**config.mk**
```make
export PLATFORM = sky130hd
export DESIGN_NAME = kbli_top
export DESIGN_NICKNAME = d
export VERILOG_FILES = /design/src/core/kbli_pkg.sv /design/src/core/kbli_sync.sv /design/src/core/kbli_top.sv
export SDC_FILE = /design/constraint.sdc
export NUM_CORES = 1
export LEC_CHECK = 0
export BUFFER_PORTS_ARGS = -buffer_cell sky130_fd_sc_hd__buf_2
export CORE_MARGIN = 1.5
export CORE_UTILIZATION = 50
export CTS_BUF_LIST = sky130_fd_sc_hd__clkbuf_2
export CTS_CLUSTER_DIAMETER = 80
export DETAILED_ROUTE_END_ITERATION = 12
export GPL_ROUTABILITY_DRIVEN = 0
export PLACE_DENSITY = 0.73
export SETUP_SLACK_MARGIN = 0.15
export SLEW_MARGIN = 20
export SYNTH_ARGS = -nofsm -noshare
export SYNTH_HDL_FRONTEND = slang
export SYNTH_SLANG_ARGS = --single-unit
```
**constraint.sdc**
```tcl
create_clock -name clk -period 1.8 [get_ports clk]
set_clock_uncertainty 0.1 [all_clocks]
set_input_delay 0.36 -clock clk [delete_from_list [all_inputs] [get_ports clk]]
set_output_delay 0.36 -clock clk [all_outputs]
set_load 0.05 [all_outputs]
```
**src/core/kbli_pkg.sv**
```systemverilog
package kbli_pkg;
  // ----------------------------------------
  // widths and register map
  // ----------------------------------------
  localparam int KBLI_LINES = 8;
  localparam int KBLI_AW = 8;
  localparam logic [7:0] KBLI_ADDR_LEVEL_SELECT = 8'h9c;
  localparam logic [7:0] KBLI_ADDR_LINE_ENABLE = 8'h9d;
  localparam logic [7:0] KBLI_ADDR_LINE_FLAGS = 8'h9e;
  localparam logic [7:0] KBLI_RESET_VALUE = 8'h00;
  localparam logic [7:0] KBLI_READ_UNMAPPED = 8'h00;

  // ----------------------------------------
  // register bus carrier
  // ----------------------------------------
  typedef struct packed {
    logic wrEn;
    logic rdEn;
    logic [7:0] addr;
    logic [7:0] wrData;
  } kbli_sfr_req_type;

  typedef enum logic [2:0] {
    KBLI_RUN = 3'b001,
    KBLI_WAKE = 3'b010,
    KBLI_SLEEP = 3'b100
  } kbli_pwr_type;
endpackage

```
**src/core/kbli_sync.sv**
```systemverilog
`timescale 1ns/10ps
`default_nettype none
module kbli_sync (
  input wire logic clk, // clock
  input wire logic reset_n, // sync reset
  input wire logic [7:0] asyncIn, // raw port lines
  output logic [7:0] syncOut // synchronized lines
);
  import kbli_pkg::*;
  logic [7:0] stage1_r;
  logic [7:0] stage1_nxt;
  logic [7:0] stage2_nxt;

  always_comb begin
    stage1_nxt = asyncIn;
    stage2_nxt = stage1_r;
    if (!reset_n) begin
      // released lines idle at their pull-up level, no false low
      stage1_nxt = ~KBLI_RESET_VALUE;
      stage2_nxt = ~KBLI_RESET_VALUE;
    end
  end

  always_ff @(posedge clk) begin
    stage1_r <= stage1_nxt;
    syncOut <= stage2_nxt;
  end
endmodule
`default_nettype wire

```
**src/core/kbli_top.sv**
```systemverilog
`timescale 1ns/10ps
`default_nettype none
module kbli_top
  import kbli_pkg::*;
(
  input wire logic clk, // 40 MHz clock
  input wire logic reset_n, // sync reset, active low
  input wire kbli_pkg::kbli_sfr_req_type sfrReq, // register access
  output logic [7:0] sfrRdData, // read data, one cycle after rdEn
  input wire logic [7:0] portOne, // port lines from key matrix
  input wire logic keyIrqGlobalEnable, // global keyboard enable
  input wire logic sleepMode, // core in idle or power-down
  output logic keyIrqRequest, // combined keyboard request
  output logic wakeRequest // wake from reduced power
);
  import kbli_pkg::*;

  // ----------------------------------------
  // state
  // ----------------------------------------
  logic [7:0] keyLevelSelect_r, keyLevelSelect_nxt;
  logic [7:0] keyLineEnable_r, keyLineEnable_nxt;
  logic [7:0] keyLineFlags_r, keyLineFlags_nxt;
  logic [7:0] rdData_nxt;
  logic irq_nxt;
  logic wake_nxt;
  logic [7:0] portSync;
  logic [7:0] detect;
  kbli_pwr_type pwr_r, pwr_nxt;

  function automatic logic hit(input kbli_sfr_req_type r,
                               input logic [7:0] a);
    hit = (r.addr == a);
  endfunction

  kbli_sync i_kbli_sync (
    .clk(clk),
    .reset_n(reset_n),
    .asyncIn(portOne),
    .syncOut(portSync)
  );

  // ----------------------------------------
  // detection and registers
  // ----------------------------------------
  always_comb begin
    detect = ~(portSync ^ keyLevelSelect_r);
    keyLevelSelect_nxt = keyLevelSelect_r;
    keyLineEnable_nxt = keyLineEnable_r;
    keyLineFlags_nxt = keyLineFlags_r;
    if (sfrReq.wrEn && hit(sfrReq, KBLI_ADDR_LEVEL_SELECT))
      keyLevelSelect_nxt = sfrReq.wrData;
    if (sfrReq.wrEn && hit(sfrReq, KBLI_ADDR_LINE_ENABLE))
      keyLineEnable_nxt = sfrReq.wrData;
    if (sfrReq.wrEn && hit(sfrReq, KBLI_ADDR_LINE_FLAGS))
      keyLineFlags_nxt = sfrReq.wrData;
    keyLineFlags_nxt = keyLineFlags_nxt | detect;
    rdData_nxt = KBLI_READ_UNMAPPED;
    if (sfrReq.rdEn) begin
      if (hit(sfrReq, KBLI_ADDR_LEVEL_SELECT))
        rdData_nxt = keyLevelSelect_r;
      else if (hit(sfrReq, KBLI_ADDR_LINE_ENABLE))
        rdData_nxt = keyLineEnable_r;
      else if (hit(sfrReq, KBLI_ADDR_LINE_FLAGS))
        rdData_nxt = keyLineFlags_r;
    end
    irq_nxt = keyIrqGlobalEnable
              && |(keyLineFlags_r & keyLineEnable_r);
    if (!reset_n) begin
      keyLevelSelect_nxt = KBLI_RESET_VALUE;
      keyLineEnable_nxt = KBLI_RESET_VALUE;
      keyLineFlags_nxt = KBLI_RESET_VALUE;
      rdData_nxt = KBLI_RESET_VALUE;
      irq_nxt = 1'b0;
    end
  end

  always_ff @(posedge clk) begin
    keyLevelSelect_r <= keyLevelSelect_nxt;
    keyLineEnable_r <= keyLineEnable_nxt;
    keyLineFlags_r <= keyLineFlags_nxt;
    sfrRdData <= rdData_nxt;
    keyIrqRequest <= irq_nxt;
  end

  // ----------------------------------------
  // wake from reduced power
  // ----------------------------------------
  always_comb begin
    pwr_nxt = pwr_r;
    wake_nxt = 1'b0;
    case (pwr_r)
      KBLI_RUN: begin
        if (sleepMode)
          pwr_nxt = KBLI_SLEEP;
      end
      KBLI_SLEEP: begin
        if (!sleepMode)
          pwr_nxt = KBLI_RUN;
        else if (|(keyLineFlags_r & keyLineEnable_r)) begin
          pwr_nxt = KBLI_WAKE;
          wake_nxt = 1'b1;
        end
      end
      KBLI_WAKE: begin
        wake_nxt = sleepMode;
        if (!sleepMode)
          pwr_nxt = KBLI_RUN;
      end
      default: pwr_nxt = KBLI_RUN;
    endcase
    if (!reset_n) begin
      pwr_nxt = KBLI_RUN;
      wake_nxt = 1'b0;
    end
  end

  always_ff @(posedge clk) begin
    pwr_r <= pwr_nxt;
    wakeRequest <= wake_nxt;
  end
endmodule
`default_nettype wire

```
======== Yosys cells after proc, flatten, opt, wreduce, memory -nomap -nowiden ========
Cells that the tools add are included.
storage, ports and cells
  word-level logic and storage cells ...... 41
  input bits .............................. 30
  output and inout bits ................... 10
  register bits ........................... 53
cells by class
  bitwise operators ....................... 4
  reductions and logical operators ........ 7
  equal/unequal tests ..................... 9
  multiplexer cells ....................... 12
operators by type and width
  operator                                        number
  2-to-1 mux 8 bit                                4
  == test 8 bit (second input constant)           3
  2-to-1 mux 3 bit                                4
  one-hot mux 3 bit (3 select lines)              1
  AND 8 bit                                       1
  NOT 8 bit                                       1
  bitwise OR 8 bit                                1
  OR reduction 8 bit                              1
  bitwise XOR 8 bit                               1
  logical AND 1 bit                               4
  inequality test 2 bit (second input constant)   2
  == test 3 x 1 -> 1 bit (second input constant)  1
  == test 3 x 2 -> 1 bit (second input constant)  1
  == test 3 bit (second input constant)           1
  inequality test 3 bit (second input constant)   1
  AND reduction 3 bit                             1
  2-to-1 mux 1 bit                                2
  one-hot mux 1 bit (2 select lines)              1
  AND reduction 2 bit                             1

======== Longest topological paths before layout ========
  depth after elaboration ................. 5
  depth in mapped cells ................... 6

======== Cells and area by module ========
A second synthesis with hierarchy kept.
unflattened totals
  cells, all modules ...................... 222
  area total of the unflattened synthesis .. 2133.3 µm²
by module, submodules not included
  module     area each (µm²)  seq. area each (µm²)  cells each  times used
  kbli_top   1701.6           740.7                 189         1
  kbli_sync  431.7            320.3                 33          1

======== Worst setup path before layout ========
No wires, ideal clock.
  path kind ............................... input -> register
  start point ............................. input sfrReq[13] (netlist bit)
  end point ............................... register keyLineFlags_r[6]
  arrival time ............................ 1313 ps
  buffers on the path ..................... 1
  setup slack ............................. 265 ps
  setup time .............................. 122 ps
  required time ........................... 1578 ps
  stages on the path ...................... 4
  cell sequence ........................... and4b_4 > nand4_4 > buf_6 > o311a_1
on the way
  longest elaborated chain between the ends .. 4
RTL lines
  item                  RTL line        text
  start, declared       kbli_top.sv:8   input wire kbli_pkg::kbli_sfr_req_type sfrReq,
  == test 8 bit         kbli_top.sv:33  hit = (r.addr == a);
  logical AND 1 bit     kbli_top.sv:55  if (sfrReq.wrEn && hit(sfrReq, KBLI_ADDR_LINE_FLAGS))
  2-to-1 mux 8 bit      kbli_top.sv:55
  bitwise OR 8 bit      kbli_top.sv:57  keyLineFlags_nxt = keyLineFlags_nxt | detect;
  end signal, assigned  kbli_top.sv:81  keyLineFlags_r <= keyLineFlags_nxt;
  end, declared         kbli_top.sv:23  logic [7:0] keyLineFlags_r, keyLineFlags_nxt;
Every way passes these cells.
A chain may end at the register's enable or synchronous reset.

======== Worst setup path in the final report ========
  start point ............................. register keyLineFlags_r[2]
  end point ............................... register pwr_r[2]
on the way
  longest elaborated chain between the ends .. 4
RTL lines
  item                             RTL line         text
  AND 8 bit                        kbli_top.sv:100  else if (|(keyLineFlags_r & keyLineEnable_r)) begin
  OR reduction 8 bit               kbli_top.sv:100
  inequality test 3 bit (no line)  n/a
  AND reduction 3 bit (no line)    n/a
  end signal, assigned             kbli_top.sv:119  pwr_r <= pwr_nxt;
  end, declared                    kbli_top.sv:29   kbli_pwr_type pwr_r, pwr_nxt;
Every way passes these cells.

==> parameters.txt <==
Parameter                              Value

Outcome
  Result of the run    completed

STA
  TNS Setup    0 ns
  Relative slew slack    between 70 and 80%
  Final period utilization    between 80% and 90%
  Pins over their slew limit    0
  Minimum clock period    about 1.5 ns
  Top achievable clock speed    approximately 0.65 GHz
  Unrepaired setup endpoints after global routing    no
  Slew @ Worst Pin    around 0.33 ns
  Setup violators final    0
  Final-report hold violation count    0

Setup path
  Start of the worst register-to-register path    keyLineFlags_r[2]
  R2r worst-path depth    4
  Endpoint arrival time on the critical path    about 1.8 ns
  Maximum fanout along the worst path    3
  Register-to-Register Setup Slack    0.26 ns
  Worst Setup Start Kind    register
  Category of the critical setup timing path    reg -> reg
  Critical Path RT    2.07 ns
  Worst reg2reg endpoint    pwr_r[2]
  Element type at the critical path end    register

Synthesis
  Number of flops mapped to enable cells by yosys    0
  Simple-Gate Fraction of Synth Area    ~27%
  Most common flop cell mapped by yosys    dfxtp_1
  Synth area leaders    dfxtp_1, nand2b_1, nand2_1
  Post-Synth Adder-Cell Area    0%
  Multiplexer area fraction after synthesis    0%
  Register bit total from synthesis    53
  Summed instance area of the synthesized netlist    2133 µm²
  Cell count after synthesis    223
  Share of the synthesized area in compound gates (AO/OA/AOI/OAI)    15.31%
  Count of cell types in the netlist    33
  Top cell type's share of synthesized area    49.74%
  Yosys synthesis warning count    0
  Most frequent cell after synthesis    dfxtp_1
  Average cell area after synthesis    approximately 9.6 µm²
  Largest area contributor in the netlist    dfxtp_1
  Area share of xor/xnor cells in the synthesized design    3.695%
  Main combinational cell family by area after synthesis    simple AND/OR/NAND/NOR gates
  FFs w/ async S/R, synth    0%
  Sequential cell area fraction in the yosys report    49.74%
  Top cells by instance count after synthesis    dfxtp_1, nand2b_1, nand2_1, o21ai_0, nand3_1
  Net count of the mapped netlist    253

Clock network
  H-tree level count    2
  Maximum buffer depth of the clock tree    2
  TritonCTS clock tree    yes
  PostCTS Resize Cnt    0
  Clock net sink count    53
  Clock Root Buffer    clkbuf_2
  Clk Latency, worst-skew pair    about 0.43 ns
  Number of buffers created by CTS    5
  Worst-path clk slew    ~0.25 ns

Pwr
  Internal power    1.386 mW
  Power density of the placed cells    731.1 nW/µm²
  Net Sw Frac    about a quarter
  Reg power frac    around two thirds
  Static power due to leakage    1.039 nW
  Switching power of the nets    459.3 µW
  Fraction of power consumed by the clock network    24.4%
  Gate power share    around a tenth
  Maximum vdd drop    0.4662 mV

Route
  Average wire per cell in the routed design    roughly 13 µm
  Via Count    about 1700
  Vias per inst    5.164
  Number of remaining DRC errors    0
  Routed WL    approximately 4.1 mm
  First DRT Iteration DRCs    83
  Router iterations before antenna repair    4
  Antenna viol nets, final    0

Flow run
  Maximum Capacitance Violations    0

GRT
  Total track usage    approximately a fifth
  Antenna violations before repair    0
  Sum of overflow across all layers after global routing    0
  Largest net degree at the start of global routing    30
  Vias in the first global route    roughly 1400
  Global-route wire length before repair    about 6.7 mm

Floorplan
  Core region area    approximately 4100 µm²
  Initial Utilization    52.57%
  Top-level I/O count    40
  Row count    23
  Horiz. Die Dim    between 60 and 70 µm
  Die outline height    68.32 µm
  Die Area    4668 µm²

Final layout
  Area added between synthesis and finish    18.30%
  Final non-filler cell total    323
  Number of antenna cells inserted    0
  Share of cells above drive strength 1    a little under a quarter
  Number of nets in the final layout    a little over 300
  Core Util, Final    between 60% and 70%
  Filler cell count in the final layout    between 300 and 400

Min path
  Source of the worst hold timing path    keyIrqGlobalEnable
  Number of cells on the worst hold path    2
  Worst hold endpoint    keyIrqRequest
  Hold Crit Class    in -> reg

Placed design
  Number of buffers added on ports    39
  HPWL after detailed placement    2.938 mm
  Post-placement cell count    306
## metal layers
metal	routed length, µm	track usage (%)
met5	0	0
met4	61	6.000
met3	175	4.441
met2	1879	31.55
met1	2019	26.13
## state kept, by name (all words and copies together), names as in the netlist
name / count
i_kbli_sync.stage1_r: 8
keyIrqRequest: 1
i_kbli_sync.syncOut: 8
keyLevelSelect_r: 8
pwr_r: 3
sfrRdData: 8
keyLineFlags_r: 8
keyLineEnable_r: 8
wakeRequest: 1
## power groups by stage
stage               combinational [mW]  sequential [mW]  clock (mW)
finish                           0.171             1.22       0.449
global route                     0.190             1.23       0.502
CTS                              0.170             1.23       0.464
detailed placement               0.156             1.25           0
global placement                 0.152             1.25           0
floorplan                       0.0968             1.24           0
## cell usage in the layout, fill, tap and decap left out, drive strengths merged, types with 4 or more instances in the layout
| cell | instances |
|---|---|
| dfxtp | 53 |
| buf | 48 |
| nand2b | 27 |
| nand2 | 26 |
| o21ai | 17 |
| nand3 | 16 |
| nor2 | 12 |
| dlygate4sd3 | 9 |
| xnor2 | 8 |
| o311a | 8 |
| clkbuf | 5 |
| nor2b | 5 |
| inv | 4 |
| a221oi | 4 |
| o21a | 4 |
| a2111oi | 4 |
| a22oi | 4 |
## critical path, cell delays in order (launching register included)
cell and delay [ns]:
dfxtp_1 0.38, a22oi_1 0.25, nand4_1 0.19, or3b_1 0.40
a211oi_1 0.18
## kinds of logic after synthesis
logic type,count (synthesis)
XOR/XNOR,9
buffers and inverters,18
AO/OA/AOI/OAI,45
AND/OR/NAND/NOR,98
flip-flops,53
## what timing repair did
action                                 4_1_cts  5_1_grt
buffers inserted                             0        1
setup endpoints to repair                    0        1
hold buffers                                 8        1
endpoints found under the hold margin        8        1
## metrics by stage
step	cell area [µm²]	setup WS [ns]	power [mW]	hold WS (ns)
after floorplan	2133	0.2654	1.339	0.2863
after global placement	2385	0.05455	1.398	0.2878
after detailed placement	2385	0.02700	1.403	0.2914
after CTS	2506	0.1849	1.858	0.006399
after global routing	2524	0.1543	1.922	0.005289
final	2524	0.2578	1.845	0.02969
## area by class of cell
class                   count  area [µm²]  share of cell area [%]
inverters                   4       15.01                  0.5949
well taps                  50       62.56                   2.479
multi-input cells         152       991.0                   39.27
clock buffers               5       25.02                  0.9916
flip-flops and latches     53        1061                   42.04
clock inverters             2       16.27                  0.6445
repair buffers             57       352.8                   13.98
## worst max path at each step
stage,start,endpoint,slack (ns),depth (start not counted)
3_5_place_dp,sfrReq[13],sfrRdData[0],0.03,4
3_3_place_gp,sfrReq[13],sfrRdData[3],0.05,4
2_1_floorplan,sfrReq[13],keyLineFlags_r[6],0.27,4
4_1_cts,keyLineFlags_r[2],pwr_r[2],0.18,4
5_1_grt,keyLineFlags_r[2],pwr_r[2],0.15,4
6_report,keyLineFlags_r[2],pwr_r[2],0.26,4
Note: power is estimated with default switching activity, not from simulation.
